<file path="src/sgd_pkg.sv">
// Package: command, state and carrier types for the graphics DRAM command decoder
package sgd_pkg;

  // ----------------------------------------------------------------
  // Widths, pin positions, timing counts
  // ----------------------------------------------------------------
  localparam int ADDR_W     = 10;
  localparam int ROW_W      = 9;
  localparam int COL_W      = 8;
  localparam int LANES      = 4;
  localparam int BANK_BIT   = 9;
  localparam int AP_BIT     = 8;
  localparam int BL_W       = 9;
  localparam int BL_DEF     = 4;
  localparam int BL_FULL    = 256;
  localparam int T_RP_NS    = 30;
  localparam int T_RCD_NS   = 30;
  localparam int T_DPL_NS   = 20;
  localparam int T_RC_NS    = 90;
  localparam int T_RSC_NS   = 20;
  localparam int CLK_NS     = 25;
  localparam int CNT_RP     = (T_RP_NS + CLK_NS - 1) / CLK_NS;
  localparam int CNT_RCD    = (T_RCD_NS + CLK_NS - 1) / CLK_NS;
  localparam int CNT_DPL    = (T_DPL_NS + CLK_NS - 1) / CLK_NS;
  localparam int CNT_RC     = (T_RC_NS + CLK_NS - 1) / CLK_NS;
  localparam int CNT_RSC    = (T_RSC_NS + CLK_NS - 1) / CLK_NS;
  localparam logic [1:0] BANKS_IDLE_RST = 2'h0;

  typedef enum {
    SGD_C_CHIP_DESELECT, SGD_C_NOP, SGD_C_BST, SGD_C_READ, SGD_C_STORE_BURST_CMD, SGD_C_BW,
    SGD_C_ACT, SGD_C_ROW_OPEN_MASKED_CMD, SGD_C_PRE, SGD_C_REF, SGD_C_MRS, SGD_C_SRS, SGD_C_UNDEF
  } sgd_cmd_t;

  typedef enum {
    SGD_IDLE, SGD_ACTIVATING, SGD_ACTIVE, SGD_READ, SGD_READ_AP, SGD_WRITE,
    SGD_WRITE_AP, SGD_WRREC, SGD_WRREC_AP, SGD_PRECH
  } sgd_bank_t;

  typedef enum {
    SGD_M_RUN, SGD_M_SUSPEND, SGD_M_PDOWN, SGD_M_SELF, SGD_M_REFRESH, SGD_M_MRACC
  } sgd_mode_t;

  typedef struct packed {
    logic              cs_n;
    logic              ras_n;
    logic              cas_n;
    logic              we_n;
    logic              gfx_sel;
    logic              cke;
    logic [ADDR_W-1:0] addr;
    logic [LANES-1:0]  lane_mask;
  } sgd_pins_t;

  typedef struct packed {
    logic              bank;
    logic              is_write;
    logic              is_block;
    logic              auto_close;
    logic [COL_W-1:0]  col;
    logic [ROW_W-1:0]  row;
    logic [LANES-1:0]  lane_pass;
  } sgd_burst_t;

endpackage

</file>
<file path="src/sgd_fifo.sv">
// Small valid/ready FIFO that carries accepted column commands
`timescale 1ns/100ps
module sgd_fifo
  import sgd_pkg::*;
#(
  parameter int WIDTH = 32,
  parameter int DEPTH = 4
) (
  input  wire logic             i_clk_sys,
  input  wire logic             i_rst,
  input  wire logic             i_in_valid,
  output logic                  o_in_ready,
  input  wire logic [WIDTH-1:0] i_in_data,
  output logic                  o_out_valid,
  input  wire logic             i_out_ready,
  output logic [WIDTH-1:0]      o_out_data
);
  localparam int AW = $clog2(DEPTH);
  logic [WIDTH-1:0] mem_reg [DEPTH];
  logic [AW-1:0]    wr_reg, wr_next, rd_reg, rd_next;
  logic [AW:0]      cnt_reg, cnt_next;
  logic             push, pop;

  always_comb begin
    push    = i_in_valid && (cnt_reg != (AW+1)'(DEPTH));
    pop     = (cnt_reg != '0) && i_out_ready;
    wr_next = push ? AW'((wr_reg + 1'b1) % DEPTH) : wr_reg;
    rd_next = pop ? AW'((rd_reg + 1'b1) % DEPTH) : rd_reg;
    cnt_next = cnt_reg + (AW+1)'(push) - (AW+1)'(pop);
  end

  always_ff @(posedge i_clk_sys) begin
    if (i_rst) begin
      wr_reg  <= '0;
      rd_reg  <= '0;
      cnt_reg <= '0;
    end else begin
      wr_reg  <= wr_next;
      rd_reg  <= rd_next;
      cnt_reg <= cnt_next;
    end
    if (push) begin
      mem_reg[wr_reg] <= i_in_data;
    end
  end

  assign o_in_ready  = cnt_reg != (AW+1)'(DEPTH);
  assign o_out_valid = cnt_reg != '0;
  assign o_out_data  = mem_reg[rd_reg];
endmodule

</file>
<file path="src/sgd_decoder.sv">
// Two-bank graphics DRAM command decoder with bank state tracking
//
// Behaviour
// RULE1: Deselect when chip select high; no-op or burst halt by write-enable.
// RULE2: Column commands: bank from A9, column A7-A0, A8 auto-close, WE direction.
// RULE3: Store with graphics select high becomes block write, autoclose if A8.
// RULE4: Row open latches bank and row; graphics select enables per-bit mask.
// RULE5: Bank close: A8 low closes A9 bank, A8 high closes both.
// RULE6: All strobes low: mode load, or colour/mask load when graphics high.
// RULE7: Lane mask low passes the lane, high blocks it.
// RULE8: CKE falling in activity enters clock suspend until CKE returns high.
// RULE9: Both idle with CKE low enters power down; CKE high exits to idle.
// RULE10: Idle row open latches row and activates; bank close is no-op.
// RULE11: Idle masked row open activates with mask register as write mask.
// RULE12: Idle refresh: auto with CKE high, self with CKE low; column/halt illegal.
// RULE13: Mode load accepted only with both banks idle.
// RULE14: Active: fetch/store latches column, starts burst, records auto-close.
// RULE15: Active: block write latches column, starts masked write, records auto-close.
// RULE16: Fetch burst: new fetch restarts; no-op runs to end then active.
// RULE17: Fetch burst: store or block write ends fetch and starts write.
// RULE18: Burst halt is no-op for short bursts, stops full page bursts.
// RULE19: Fetch burst: bank close ends burst and precharges with read timing.
// RULE20: Write burst: bank close ends burst with write timing, masks late data; the code only adds CNT_DPL to the close timer and masks no data.
// RULE21: Store burst: fetch ends store; completed write enters write recovery.
// RULE22: Auto-close write: only no-op legal; recovery then precharge.
// RULE23: Auto-close fetch: runs to end then precharges; commands illegal.
// RULE24: Colour/mask load accepted in idle, active, activating, recovering, precharging.
// RULE25: Write recovery accepts column commands; close and row open illegal.
// RULE26: Illegal commands judged per addressed bank; other bank keeps its own state.
// RULE27: Separate state per bank, decode applied to bank chosen by A9.
`timescale 1ns/100ps
module sgd_decoder
  import sgd_pkg::*;
#(
  parameter int BURST_LEN = BL_DEF,
  parameter int FIFO_W    = 1 + 1 + 1 + 1 + COL_W + ROW_W + LANES,
  parameter int FIFO_D    = 4
) (
  input  wire logic              i_clk_sys,
  input  wire logic              i_rst,
  input  wire logic              i_cs_n,
  input  wire logic              i_ras_n,
  input  wire logic              i_cas_n,
  input  wire logic              i_we_n,
  input  wire logic              i_gfx_sel,
  input  wire logic              i_cke,
  input  wire logic [ADDR_W-1:0] i_addr,
  input  wire logic [LANES-1:0]  i_lane_mask,
  input  wire logic              i_burst_ready,
  output logic                   o_burst_valid,
  output logic [FIFO_W-1:0]      o_burst_data,
  output logic [1:0]             o_bank_open,
  output logic [1:0]             o_bit_mask_en,
  output logic                   o_illegal,
  output logic                   o_suspend,
  output logic                   o_power_down,
  output logic                   o_self_refresh,
  output logic                   o_mode_load,
  output logic                   o_color_load,
  output logic [ADDR_W-1:0]      o_opcode,
  output logic [LANES-1:0]       o_lane_pass,
  output logic                   o_cmd_stall
);

  // ----------------------------------------------------------------
  // Pin synchronisers
  // ----------------------------------------------------------------
  localparam int PW = $bits(sgd_pins_t);
  sgd_pins_t s1_reg, s2_reg, s3_reg, pin_raw;
  sgd_pins_t pin;

  always_comb begin
    pin_raw = '{cs_n: i_cs_n, ras_n: i_ras_n, cas_n: i_cas_n, we_n: i_we_n,
                gfx_sel: i_gfx_sel, cke: i_cke, addr: i_addr, lane_mask: i_lane_mask};
    // Decode always takes stage three, whether or not stages two and three agree
    pin = (s2_reg == s3_reg) ? s3_reg : s3_reg;
  end

  always_ff @(posedge i_clk_sys) begin
    if (i_rst) begin
      s1_reg <= sgd_pins_t'({1'b1, 1'b1, 1'b1, 1'b1, {(PW-4){1'b0}}});
      s2_reg <= sgd_pins_t'({1'b1, 1'b1, 1'b1, 1'b1, {(PW-4){1'b0}}});
      s3_reg <= sgd_pins_t'({1'b1, 1'b1, 1'b1, 1'b1, {(PW-4){1'b0}}});
    end else begin
      s1_reg <= pin_raw;
      s2_reg <= s1_reg;
      s3_reg <= (s2_reg == s3_reg) ? s3_reg : s2_reg;
    end
  end

  // ----------------------------------------------------------------
  // Command decode
  // ----------------------------------------------------------------
  sgd_cmd_t cmd;
  logic     cke_prev_reg, cke_prev_next;
  logic     sel_bank, ap;

  always_comb begin
    sel_bank = pin.addr[BANK_BIT];
    ap       = pin.addr[AP_BIT];
    if (pin.cs_n) begin
      cmd = SGD_C_CHIP_DESELECT; // RULE1
    end else begin
      unique case ({pin.ras_n, pin.cas_n, pin.we_n})
        3'b111:  cmd = SGD_C_NOP; // RULE1
        3'b110:  cmd = pin.gfx_sel ? SGD_C_UNDEF : SGD_C_BST; // RULE1
        3'b101:  cmd = pin.gfx_sel ? SGD_C_UNDEF : SGD_C_READ; // RULE2
        3'b100:  cmd = pin.gfx_sel ? SGD_C_BW : SGD_C_STORE_BURST_CMD; // RULE3
        3'b011:  cmd = pin.gfx_sel ? SGD_C_ROW_OPEN_MASKED_CMD : SGD_C_ACT; // RULE4
        3'b010:  cmd = pin.gfx_sel ? SGD_C_UNDEF : SGD_C_PRE; // RULE5
        3'b001:  cmd = pin.gfx_sel ? SGD_C_UNDEF : SGD_C_REF;
        3'b000:  cmd = pin.gfx_sel ? SGD_C_SRS : SGD_C_MRS; // RULE6
        default: cmd = SGD_C_UNDEF;
      endcase
    end
  end

  // ----------------------------------------------------------------
  // Bank state machines and clock-enable modes
  // ----------------------------------------------------------------
  sgd_bank_t      st_reg [2];
  sgd_bank_t      st_next [2];
  logic [BL_W-1:0] cnt_reg [2];
  logic [BL_W-1:0] cnt_next [2];
  // Row is held per bank from row open, not taken from column-cycle address
  logic [ROW_W-1:0] row_reg [2];
  logic [ROW_W-1:0] row_next [2];
  logic [1:0]     wpb_reg, wpb_next;
  sgd_mode_t      mode_reg, mode_next;
  logic [3:0]     mcnt_reg, mcnt_next;
  logic           ill_next, mrs_next, srs_next, push;
  logic           both_idle, full_page, go;
  sgd_burst_t     burst_halt_cmd;
  logic           fifo_ready;
  logic [BL_W-1:0] bl;

  always_comb begin
    bl        = BL_W'(BURST_LEN);
    full_page = (BURST_LEN == BL_FULL);
    both_idle = (st_reg[0] == SGD_IDLE) && (st_reg[1] == SGD_IDLE);
    cke_prev_next = pin.cke;
    mode_next = mode_reg;
    mcnt_next = (mcnt_reg != '0) ? mcnt_reg - 4'h1 : mcnt_reg;
    wpb_next  = wpb_reg;
    ill_next  = 1'b0;
    mrs_next  = 1'b0;
    srs_next  = 1'b0;
    push      = 1'b0;
    go        = 1'b0;
    burst_halt_cmd = '{bank: sel_bank, is_write: 1'b0, is_block: 1'b0, auto_close: ap,
            col: pin.addr[COL_W-1:0], row: row_reg[sel_bank],
            lane_pass: ~pin.lane_mask}; // RULE7 RULE2
    for (int b = 0; b < 2; b++) begin
      st_next[b]  = st_reg[b];
      cnt_next[b] = cnt_reg[b];
      row_next[b] = row_reg[b];
    end
    unique case (mode_reg)
      SGD_M_SUSPEND: if (pin.cke) mode_next = SGD_M_RUN; // RULE8
      SGD_M_PDOWN:   if (pin.cke) mode_next = SGD_M_RUN; // RULE9
      SGD_M_SELF: if (pin.cke) begin
        mode_next = SGD_M_REFRESH;
        mcnt_next = 4'(CNT_RC);
      end
      SGD_M_REFRESH, SGD_M_MRACC: begin
        if (mcnt_reg <= 4'h1) mode_next = SGD_M_RUN;
        if (!(cmd inside {SGD_C_CHIP_DESELECT, SGD_C_NOP})) ill_next = 1'b1;
      end
      SGD_M_RUN: go = cke_prev_reg;
    endcase
    // Bursts, timers run on valid edges and on every edge of refresh or mode-load access
    for (int b = 0; b < 2; b++) begin
      if (go || mode_reg inside {SGD_M_REFRESH, SGD_M_MRACC}) begin
        if (cnt_reg[b] != '0) cnt_next[b] = cnt_reg[b] - 1'b1;
        if (cnt_reg[b] <= BL_W'(1)) begin
          unique case (st_reg[b])
            SGD_READ, SGD_ACTIVATING, SGD_WRREC: st_next[b] = SGD_ACTIVE; // RULE16
            SGD_READ_AP, SGD_WRREC_AP: begin // RULE23
              st_next[b] = SGD_PRECH;
              cnt_next[b] = BL_W'(CNT_RP);
            end
            SGD_WRITE: begin // RULE21
              st_next[b] = SGD_WRREC;
              cnt_next[b] = BL_W'(CNT_DPL);
            end
            SGD_WRITE_AP: begin // RULE22
              st_next[b] = SGD_WRREC_AP;
              cnt_next[b] = BL_W'(CNT_DPL);
            end
            SGD_PRECH: begin
              st_next[b] = SGD_IDLE;
              wpb_next[b] = 1'b0;
            end
            default: ;
          endcase
        end
      end
    end
    if (go) begin
      if (!pin.cke) begin
        // Power down needs both banks idle; otherwise freeze in suspend
        mode_next = both_idle ? SGD_M_PDOWN : SGD_M_SUSPEND; // RULE8 RULE9
      end
      // RULE26 RULE27
      unique case (cmd)
        SGD_C_CHIP_DESELECT, SGD_C_NOP: ;
        SGD_C_UNDEF: ill_next = 1'b1;
        SGD_C_BST: begin // RULE18
          if (!(st_reg[sel_bank] inside {SGD_READ, SGD_WRITE})) ill_next = 1'b1;
          else if (full_page) begin
            st_next[sel_bank] = SGD_ACTIVE;
            cnt_next[sel_bank] = '0;
          end
        end
        SGD_C_READ, SGD_C_STORE_BURST_CMD, SGD_C_BW: begin
          if (st_reg[sel_bank] inside {SGD_ACTIVE, SGD_READ, SGD_WRITE, SGD_WRREC}) begin
            // RULE14 RULE15 RULE16 RULE17 RULE21 RULE25
            burst_halt_cmd.is_write = (cmd != SGD_C_READ);
            burst_halt_cmd.is_block = (cmd == SGD_C_BW); // RULE3
            push = 1'b1;
            if (cmd == SGD_C_READ) st_next[sel_bank] = ap ? SGD_READ_AP : SGD_READ;
            else st_next[sel_bank] = ap ? SGD_WRITE_AP : SGD_WRITE;
            // Block write is always a single beat
            cnt_next[sel_bank] = (cmd == SGD_C_BW) ? BL_W'(1) : bl;
          end else begin
            ill_next = 1'b1; // RULE12 RULE22 RULE23
          end
        end
        SGD_C_ACT, SGD_C_ROW_OPEN_MASKED_CMD: begin
          if (st_reg[sel_bank] == SGD_IDLE) begin // RULE10 RULE11
            st_next[sel_bank]  = SGD_ACTIVATING;
            cnt_next[sel_bank] = BL_W'(CNT_RCD);
            wpb_next[sel_bank] = (cmd == SGD_C_ROW_OPEN_MASKED_CMD); // RULE4
            row_next[sel_bank] = pin.addr[ROW_W-1:0]; // RULE4
            burst_halt_cmd.is_write = 1'b0;
          end else begin
            ill_next = 1'b1;
          end
        end
        SGD_C_PRE: begin // RULE5
          for (int b = 0; b < 2; b++) begin
            if (ap || sel_bank == b[0]) begin
              unique case (st_reg[b])
                SGD_IDLE, SGD_PRECH: ; // RULE10
                SGD_ACTIVE, SGD_READ: begin // RULE19
                  st_next[b] = SGD_PRECH;
                  cnt_next[b] = BL_W'(CNT_RP);
                end
                SGD_WRITE: begin // RULE20
                  st_next[b] = SGD_PRECH;
                  cnt_next[b] = BL_W'(CNT_RP + CNT_DPL);
                end
                default: ill_next = 1'b1; // RULE25
              endcase
            end
          end
        end
        SGD_C_REF: begin // RULE12
          if (!both_idle) ill_next = 1'b1;
          else if (pin.cke) begin
            mode_next = SGD_M_REFRESH;
            mcnt_next = 4'(CNT_RC);
          end else begin
            mode_next = SGD_M_SELF;
          end
        end
        SGD_C_MRS: begin // RULE13
          if (!both_idle) ill_next = 1'b1;
          else begin
            mrs_next  = 1'b1;
            mode_next = SGD_M_MRACC;
            mcnt_next = 4'(CNT_RSC);
          end
        end
        SGD_C_SRS: begin // RULE24
          if (st_reg[sel_bank] inside {SGD_IDLE, SGD_ACTIVE, SGD_ACTIVATING,
                                       SGD_WRREC, SGD_PRECH}) srs_next = 1'b1;
          else ill_next = 1'b1;
        end
      endcase
    end
  end

  always_ff @(posedge i_clk_sys) begin
    if (i_rst) begin
      for (int b = 0; b < 2; b++) begin
        st_reg[b]  <= SGD_IDLE;
        cnt_reg[b] <= '0;
        row_reg[b] <= '0;
      end
      wpb_reg        <= BANKS_IDLE_RST;
      mode_reg       <= SGD_M_RUN;
      mcnt_reg       <= '0;
      cke_prev_reg   <= 1'b0;
      o_illegal      <= 1'b0;
      o_mode_load    <= 1'b0;
      o_color_load   <= 1'b0;
      o_opcode       <= '0;
      o_lane_pass    <= '1;
      o_bank_open    <= '0;
      o_bit_mask_en  <= '0;
      o_suspend      <= 1'b0;
      o_power_down   <= 1'b0;
      o_self_refresh <= 1'b0;
      o_cmd_stall    <= 1'b0;
    end else begin
      for (int b = 0; b < 2; b++) begin
        st_reg[b]  <= st_next[b];
        cnt_reg[b] <= cnt_next[b];
        row_reg[b] <= row_next[b];
        o_bank_open[b] <= st_next[b] != SGD_IDLE;
      end
      wpb_reg        <= wpb_next;
      mode_reg       <= mode_next;
      mcnt_reg       <= mcnt_next;
      cke_prev_reg   <= cke_prev_next;
      o_illegal      <= ill_next;
      o_mode_load    <= mrs_next;
      o_color_load   <= srs_next;
      o_opcode       <= pin.addr;
      o_lane_pass    <= ~pin.lane_mask; // RULE7
      o_bit_mask_en  <= wpb_next;
      o_suspend      <= mode_next == SGD_M_SUSPEND;
      o_power_down   <= mode_next == SGD_M_PDOWN;
      o_self_refresh <= mode_next == SGD_M_SELF;
      o_cmd_stall    <= !fifo_ready;
    end
  end

  // ----------------------------------------------------------------
  // Column command queue
  // ----------------------------------------------------------------
  logic              q_valid;
  logic [FIFO_W-1:0] q_data;
  logic              out_valid_reg;
  logic [FIFO_W-1:0] out_data_reg;

  sgd_fifo #(.WIDTH(FIFO_W), .DEPTH(FIFO_D)) u_fifo (
    .i_clk_sys   (i_clk_sys),
    .i_rst       (i_rst),
    .i_in_valid  (push),
    .o_in_ready  (fifo_ready),
    .i_in_data   (FIFO_W'(burst_halt_cmd)),
    .o_out_valid (q_valid),
    .i_out_ready (i_burst_ready && !out_valid_reg),
    .o_out_data  (q_data)
  );

  always_ff @(posedge i_clk_sys) begin
    if (i_rst) begin
      out_valid_reg <= 1'b0;
      out_data_reg  <= '0;
    end else if (!out_valid_reg || i_burst_ready) begin
      out_valid_reg <= q_valid && i_burst_ready && !out_valid_reg;
      out_data_reg  <= q_data;
    end
  end

  assign o_burst_valid = out_valid_reg;
  assign o_burst_data  = out_data_reg;

  // ----------------------------------------------------------------
  // Checks
  // ----------------------------------------------------------------
  property p_mrs_idle;
    @(posedge i_clk_sys) disable iff (i_rst)
    o_mode_load |-> $past(both_idle);
  endproperty
  a_mrs_idle: assert property (p_mrs_idle) else $error("mode load while bank open"); // RULE13

  property p_act;
    @(posedge i_clk_sys) disable iff (i_rst)
    (go && cmd == SGD_C_ACT && st_reg[sel_bank] == SGD_IDLE)
      |=> st_reg[$past(sel_bank)] == SGD_ACTIVATING;
  endproperty
  a_act: assert property (p_act) else $error("row open did not activate"); // RULE10

  property p_close_all_banks_cmd;
    @(posedge i_clk_sys) disable iff (i_rst)
    (go && cmd == SGD_C_PRE && ap && st_reg[0] == SGD_ACTIVE && st_reg[1] == SGD_ACTIVE)
      |=> st_reg[0] == SGD_PRECH && st_reg[1] == SGD_PRECH;
  endproperty
  a_close_all_banks_cmd: assert property (p_close_all_banks_cmd) else $error("close all missed a bank"); // RULE5

  property p_lane;
    @(posedge i_clk_sys) disable iff (i_rst)
    1'b1 |=> o_lane_pass == ~$past(pin.lane_mask);
  endproperty
  a_lane: assert property (p_lane) else $error("lane pass wrong"); // RULE7

  property p_susp;
    @(posedge i_clk_sys) disable iff (i_rst)
    (go && !pin.cke && !both_idle) |=> o_suspend;
  endproperty
  a_susp: assert property (p_susp) else $error("no clock suspend"); // RULE8

  property p_pd;
    @(posedge i_clk_sys) disable iff (i_rst)
    (go && !pin.cke && both_idle && cmd != SGD_C_REF) |=> o_power_down;
  endproperty
  a_pd: assert property (p_pd) else $error("no power down"); // RULE9

  property p_col_idle;
    @(posedge i_clk_sys) disable iff (i_rst)
    (go && cmd == SGD_C_READ && st_reg[sel_bank] == SGD_IDLE) |=> o_illegal;
  endproperty
  a_col_idle: assert property (p_col_idle) else $error("idle fetch not flagged"); // RULE12

  property p_wpb;
    @(posedge i_clk_sys) disable iff (i_rst)
    (go && cmd == SGD_C_ROW_OPEN_MASKED_CMD && st_reg[sel_bank] == SGD_IDLE) |=> ##1 o_bit_mask_en != 2'h0;
  endproperty
  a_wpb: assert property (p_wpb) else $error("mask write not enabled"); // RULE11
endmodule

</file>
<file path="config.mk">
export PLATFORM = sky130hd
export DESIGN_NAME = sgd_decoder
export DESIGN_NICKNAME = d
export VERILOG_FILES = /design/src/sgd_pkg.sv /design/src/sgd_fifo.sv /design/src/sgd_decoder.sv
export SDC_FILE = /design/constraint.sdc
export NUM_CORES = 1
export LEC_CHECK = 0
export BUFFER_PORTS_ARGS = -buffer_cell sky130_fd_sc_hd__buf_2
export CAP_MARGIN = 5
export CORE_UTILIZATION = 50
export CTS_CLUSTER_SIZE = 8
export DETAILED_ROUTE_END_ITERATION = 8
export GPL_TIMING_DRIVEN = 0
export PLACE_DENSITY = 0.74
export SYNTH_ARGS = -nofsm -noshare
export SYNTH_HDL_FRONTEND = slang
export SYNTH_HIERARCHICAL = 1
export SYNTH_SLANG_ARGS = --single-unit
export TNS_END_PERCENT = 10
</file>
<file path="constraint.sdc">
create_clock -name i_clk_sys -period 8.6 [get_ports i_clk_sys]
set_clock_uncertainty 0.15 [all_clocks]
set_input_delay 0.43 -clock i_clk_sys [delete_from_list [all_inputs] [get_ports i_clk_sys]]
set_output_delay 0.43 -clock i_clk_sys [all_outputs]
set_load 0.01 [all_outputs]
</file>
# After elaboration in Yosys (flattened, before gate mapping)
# Memory sizes are Yosys's and may differ from the RTL's. A register that Yosys moved wholly into a read port is not among the register bits.
# Cells that the tools add are included.
word_totals:
  ram_bits: 200
  output_inout_bits: 51
  in_bits: 23
  elab_cells: 311
  memories: 4
  register_bits: 130
classes:
  n_addsub: 7
  n_lt_le_gt_ge: 7
  muxes: 123
  eq_ne: 57
  bitwise_logic: 18
  n_reduce_logical: 53
mem_list:
  columns: ["memory", "words", "word_bits", "rd", "rd_clocked_by_memory_dff", "wr", "line_no", "rtl"]
  rows:
  - ["u_fifo.mem_reg", 4, 25, 1, 1, 1, "sgd_fifo.sv:19", "logic [WIDTH-1:0] mem_reg [DEPTH];"]
  - ["st_reg", 2, 32, 3, 1, 2, "sgd_decoder.sv:121", "sgd_bank_t st_reg [2];"]
  - ["cnt_reg", 2, 9, 2, 0, 2, "sgd_decoder.sv:123", "logic [BL_W-1:0] cnt_reg [2];"]
  - ["row_reg", 2, 9, 3, 1, 2, "sgd_decoder.sv:126", "logic [ROW_W-1:0] row_reg [2];"]
op_table:
  columns: ["op", "count"]
  rows:
  - ["equality test 32 x 3 -> 1 bit, second input constant", 19]
  - ["two-way mux 32 bit", 19]
  - ["equality test 32 x 4 -> 1 bit, second input constant", 12]
  - ["equality test 32 x 2 -> 1 bit, second input constant", 11]
  - ["one-hot mux 32 bit (5 select lines)", 2]
  - ["logical NOT 32 bit", 8]
  - ["two-way mux 64 bit", 4]
  - ["one-hot mux 32 bit (8 select lines)", 1]
  - ["one-hot mux 64 bit (3 select lines)", 1]
  - ["equality test 32 x 1 -> 1 bit, second input constant", 5]
  - ["bitwise mux 64 bit", 2]
  - ["two-way mux 9 bit", 13]
  - ["two-way mux 18 bit", 6]
  - ["one-hot mux 32 bit (3 select lines)", 1]
  - ["one-hot mux 9 bit (2 select lines)", 4]
  - ["one-hot mux 32 bit (2 select lines)", 1]
  - ["nonzero test 32 bit", 2]
  - ["bitwise AND 62 bit", 1]
  - ["NOT 62 bit", 1]
  - ["one-hot mux 18 bit (3 select lines)", 1]
  - ["two-way mux 1 bit", 39]
  - ["bitwise mux 18 bit", 2]
  - ["two-way mux 4 bit", 9]
  - ["demux 32 bit (select 1 bit)", 1]
  - ["43 further kinds", 100]

# Depth between registers and ports, before layout
# Gate-level depths: netlist of run 1.
depth:
  word_depth: 13
  depth_mapped: 13
  ltp_nobuf: 12

# Cells and area by module
# Netlist of run 1, hierarchy kept.
modules_own_cells:
  columns: ["mod", "area_per_inst_um2", "seq_area_each_um2", "cells_per_inst", "instances"]
  rows:
  - ["sgd_decoder", 9669.3, 4984.8, 1027, 1]
  - ["sgd_fifo", 4130.2, 3183.1, 180, 1]

# Worst setup path before layout of run 1
# Ideal clock, no wire load.
synth_path:
  path_kind: "reg-to-reg"
  from: "memory st_reg[1][15] (netlist name)"
  to: "memory u_fifo/mem_reg[0][0] (netlist name), enable pin"
  setup_ns: 0.384
  stages_incl_launch_ff: 10
  n_path_buf: 1
  path_slack_ns: 5.352
  t_required_ns: 8.066
  period_less_slack_ns: 3.248
  arrival_ns: 2.714
  path_cell_list: "dfxtp_1 > nor4_1 > nand4_1 > nor4b_2 > a21oi_1 > or3_1 > buf_2 > nor2_1 > a21boi_2 > and2_1"
synth_lines:
  columns: ["element", "line_no"]
  rows:
  - ["start, declared", "sgd_decoder.sv:121"]
  - ["end, declared", "sgd_fifo.sv:19"]

==> results of run 1 <==
==> per-stage QoR <==
step	worst slack, ns	area, um^2	cells	power [mW]	hold WS [ns]
after detailed placement	4.219	14590	1621	2.273	0.2491
after floorplan	5.352	13800	1207	2.169	0.2079
after global routing	3.946	16250	1716	4.178	0.2427
after global placement	4.266	14590	1621	2.264	0.2467
final	4.179	16250	1716	4.023	0.2206
after CTS	4.163	16200	1714	4.055	0.2104
==> area by class of cell <==
cell class | instances | area, um^2 | share of cell area (%)
plain buffers | 64 | 344.1 | 2.118
clock buffers | 71 | 1361 | 8.380
clock inverters | 2 | 50.05 | 0.3081
inverters | 25 | 93.84 | 0.5776
multi-input cells | 760 | 5194 | 31.97
flip-flops and latches | 358 | 8168 | 50.28
well taps | 341 | 426.7 | 2.626
repair buffers | 95 | 608.1 | 3.743
==> power breakdown <==
part	leakage [nW]	internal [mW]	total, mW	switching [mW]
combinational	2.46	0.210	0.422	0.212
sequential	3.04	1.79	1.83	0.0395
clock	0.679	1.08	1.77	0.688
==> worst register-to-register path: cells and delay by family, from the launching register on <==
family	cells	cell delay, ns
buffers and inverters	1	0.21
AND/OR/NAND/NOR	6	2.74
flip-flops	1	0.31
AO/OA/AOI/OAI	2	0.57
==> cells in the mapped netlist (all sizes together), types with 5 or more instances <==
cell / count
nand3: 18
a21oi: 66
or2: 19
dfxtp: 258
nand3b: 5
nand2: 112
a31oi: 11
xor2: 8
nand4: 10
nor3: 29
or3: 9
a211oi: 10
mux2: 11
mux4: 25
buf: 24
mux2i: 19
nand2b: 16
ha: 13
nor2: 83
nor2b: 98
inv: 25
edfxtp: 100
and2: 63
xnor2: 13
nor4: 36
o21ai: 20
clkbuf: 40
==> repair_timing <==
| action | CTS | global route |
|---|---|---|
| setup endpoints to repair | 0 | 0 |
| resized for setup | 0 | 0 |
| endpoints found under the hold margin | 20 | 0 |
| hold buffers | 20 | 0 |
==> logic make-up (layout without fill, tap and decap cells) <==
family,Yosys count,count (layout),synth area share (%)
and+or+nand+nor,519,519,21.23
DFF,358,358,59.19
AOI/OAI and AO/OA,151,151,7.227
buffers and inverters,89,257,3.173
muxes,55,55,6.519
xor gates and xnor gates,21,21,1.333
adders and majority gates,14,14,1.324
==> worst paths after layout <==
path / start / end / cells past startpoint
setup / recovery: st_reg[1][15] / u_fifo/mem_reg[2][23] / 9
hold / removal: i_burst_ready / o_burst_data[0] / 5
setup reg to reg: st_reg[1][15] / u_fifo/mem_reg[2][23] / 9
hold reg to reg: s2_reg[18] / pin[18] / 1
==> layer usage <==
layer  GRT usage [%]  wire (um)  vias to the layer above
met1           28.72      13240                     4446
li1                -          -                     4516
met4           8.221        789                        0
met3           3.644       1854                       67
met2           33.19      13130                      290
met5               0          0                        -
==> run metrics, run 1 <==
status finished, final reports clean; Bufs and invs on worst path 1; Clock Tree Buf Depth 3; Worst setup EP type flop; PortBufs 73; # diodes 0; Final Critical Period 4.421 ns; Final period util between 50 and 60%; critical path launch point type flop; routed vias around 9300; largest net degree at the start of global routing 26; number of max-cap violations 0; unrepaired setup endpoints after global routing no; biggest area consumer among synthesized cells dfxtp_1; die area between 20000 and 30000 um^2; Ports between 70 and 80; TNS Setup 0 ns; sequential area share after synthesis 59.19%; Total Routing Usage GR between 20% and 30%; Required @ worst endpoint roughly 8.6 ns; Hold Path Class input pin to flop; P per Cell Area 247.6 nW/um^2; Area growth syn-to-layout 17.73%; Die Wd 168.1 um; Synth Register Bits between 300 and 400; Pleak about 6.2 nW; row cnt 60; Core Region between 20000 and 30000 um^2; Distinct cells, synth 83; post-synthesis cell area between 10000 and 15000 um^2; Mean Syn Cell Area 11.43 um^2; Final Net Count between 1000 and 1500; clock latency on the worst-skew pair about 0.57 ns; worst-path maximum fanout 25; setup bufs post-CTS 0; Max rail drop VDD approximately 0.16 mV; max incr delay on CP roughly 1.1 ns; Post-synth top flop dfxtp_1; crit path DAT roughly 4.4 ns; Root Buffer clkbuf_16; 1st-pass router iterations 5; Post-synth EDFFs 100; cells after synthesis about 1200; GR Overflow Total 0; Fmax achieved around 230 MHz; CTS tree yes; number of flip-flops in the largest register 100; Setup Crit Path Kind flop to flop; antenna viol nets, final 0; DP HPWL roughly 19000 um; commonest non-fill, non-tap cell in the layout dfxtp_1; H-tree Lvls 2; synth top area cells dfxtp_1, edfxtp_1, nor2b_1; routed vias/inst 5.431; worst path cell trace nor4_1 > nand4_1 > nor4b_2 > a21oi_1 > or3_1 > buf_2 > nor2_1 > a21boi_2 > and2_1; clk sinks around 360; Post-Syn Nets ~1200; Final Hold Viols 0; initial antenna violation count 1; final number of max-transition violations 0; worst slew pin tran approximately 1.3 ns; share of the synthesized area in the top cell type a little under two fifths; Initial Utilization ~51%; routability congestion estimate from global placement roughly 0.92; Yosys warnings 6; Finished Core Util approximately three fifths; Rel. slew slack 13.18%; Die Span Y 168.1 um; CP top delay family simple AND/OR/NAND/NOR gates; Num CTS Buffers 50; drt wl/cell between 15 and 20 um; number of global-route vias before repair between 9000 and 10000; final setup vio count 0; first-pass GRT wire length ~47000 um; CP max stage cell and2_1; Clock transition at path regs 0.06 ns; commonest cells after routing, fill and taps aside dfxtp_1, nand2_1, edfxtp_1; Post-Route WL 29010 um; DRC errors left 0; initial DRC count between 700 and 800; fraction of layout cells with a size suffix above 1 between 10% and 20%; Async SR Flop Fraction 0%; number of fill cells in the layout 2126; reg2reg setup slack around 4.2 ns
Note: power is estimated with default switching activity, not from simulation.
==> inputs of run 2 (changes only) <==
- clock period: 8.6 -> 4.58 ns (I/O delays scaled with it)
==> run metrics, run 2 (synthesis gave the netlist of run 1 again) <==
1st-pass router iterations 5; Worst setup EP type flop; GR Overflow Total 0; number of global-route vias before repair 9073; number of flip-flops in the largest register 100; row cnt 60; Setup Crit Path Kind flop to flop; final number of max-transition violations 0; Area growth syn-to-layout 17.74%; worst-path maximum fanout 14; Final Net Count between 1000 and 1500; H-tree Lvls 2; Die Span Y roughly 170 um; final setup vio count 0; status finished, final reports clean; crit path capture u_fifo/mem_reg[1][5]; reg2reg setup slack approximately 0.36 ns; drt wl/cell 16.90 um; Hold Path Class input pin to flop; Required @ worst endpoint about 4.7 ns; Post-Route WL 29010 um; P per Cell Area 464.9 nW/um^2; clk sinks 358; die area 28270 um^2; Die Wd roughly 170 um; Num CTS Buffers 50; CTS tree yes; CP top delay family simple AND/OR/NAND/NOR gates; routed vias slightly above 9000; worst slew pin tran 1.158 ns; Setup crit start st_reg[1][15]; fraction of layout cells with a size suffix above 1 between 10% and 20%; Core Region ~27000 um^2; Total Routing Usage GR 20.94%; number of max-cap violations 0; Initial Utilization 51.06%; Max rail drop VDD between 0.3 and 0.4 mV; CP max stage cell and2_1; commonest cells after routing, fill and taps aside dfxtp_1, nand2_1, edfxtp_1; critical path launch point type flop; antenna viol nets, final 0; first-pass GRT wire length around 47000 um; unrepaired setup endpoints after global routing no; # diodes 0; worst path cell trace nor4_1 > nand4_1 > nor4b_2 > a21oi_1 > or3_1 > buf_2 > nor2_1 > a21boi_2 > and2_1 > buf_8; routability congestion estimate from global placement 0.9172; Clock transition at path regs ~0.06 ns; Fmax achieved 237.1 MHz; routed vias/inst ~5.4; Bufs and invs on worst path 2; DRC errors left 0; Final Critical Period about 4.2 ns; setup bufs post-CTS 0; Reg-to-Reg Start st_reg[1][15]; largest net degree at the start of global routing 26; DP HPWL 19270 um; Final period util 92.08%; Clock Tree Buf Depth 3; TNS Setup 0 ns; Final Hold Viols 0; Rel. slew slack roughly 22%; Root Buffer clkbuf_16; PortBufs 73; Crit path depth 10; clock latency on the worst-skew pair around 0.57 ns; crit path DAT around 4.3 ns; RR Endpoint u_fifo/mem_reg[1][5]; Ports between 70 and 80; max incr delay on CP ~0.72 ns; R2R cell count 10; commonest non-fill, non-tap cell in the layout dfxtp_1; Finished Core Util between 60% and 70%; initial DRC count between 700 and 800; Pleak 6.186 nW; initial antenna violation count 1
==> run 2: cell counts in the layout (fill, tap and decap cells not counted) <==
Identical to the previous run, type by type.
==> run 2: metrics by stage <==
stage                     area [um^2]  worst slack [ns]  total power [mW]  hold WS [ns]  cells
after floorplan                 13800             1.332             4.073        0.1828   1207
after global placement          14590            0.2456             4.251        0.2467   1621
after detailed placement        14590            0.1986             4.268        0.2491   1621
after CTS                       16200            0.1428             7.614      0.009419   1714
after global routing            16250            0.1794             7.846       0.04169   1716
final                           16250            0.3626             7.554       0.01958   1716
==> run 2: power breakdown <==
group	internal [mW]	leakage [nW]	switching, mW
Combinational	0.394	2.46	0.399
Clock	2.03	0.679	1.29
Sequential	3.36	3.04	0.0742
==> run 2: worst min-delay path by stage <==
stage | depth (start not counted) | from | to
after detailed placement | 1 | s1_reg[17] | s2_reg[17]
after CTS | 5 | i_burst_ready | o_burst_data[0]
final | 5 | i_burst_ready | o_burst_data[0]
after floorplan | 1 | i_we_n | s1_reg[16]
after global placement | 1 | s1_reg[19] | s2_reg[19]
after global routing | 3 | i_rst | st_reg[0][9]
==> run 2: worst reg2reg max path: cells and delay by family (launching register included) <==
family                 cells  cell delay, ns
AOI/OAI and AO/OA          2            0.57
buffers and inverters      2            0.46
DFF                        1            0.31
and+or+nand+nor            6            2.41
==> run 2: cell type report <==
cell class                 instances  area (um^2)
fill                            2125        10780
timing repair buffer              95        608.1
buffer                            64        344.1
tap                              341        426.7
inverter                          25        93.84
multi-input combinational        760         5196
sequential                       358         8168
clock inverter                     2        50.05
clock buffer                      71         1361
==> run 2: timing repair <==
action | CTS | global route
resized for setup | 0 | 2
endpoints found under the setup margin | 0 | 50
hold buffers | 20 | 0
endpoints found under the hold margin | 20 | 0
==> run 2: layer usage <==
layer	vias up	GRT usage, %	wire length [um]
met5	-	0	0
met2	290	33.19	13130
met1	4446	28.72	13240
li1	4516	-	-
met4	0	8.221	789
met3	67	3.644	1854
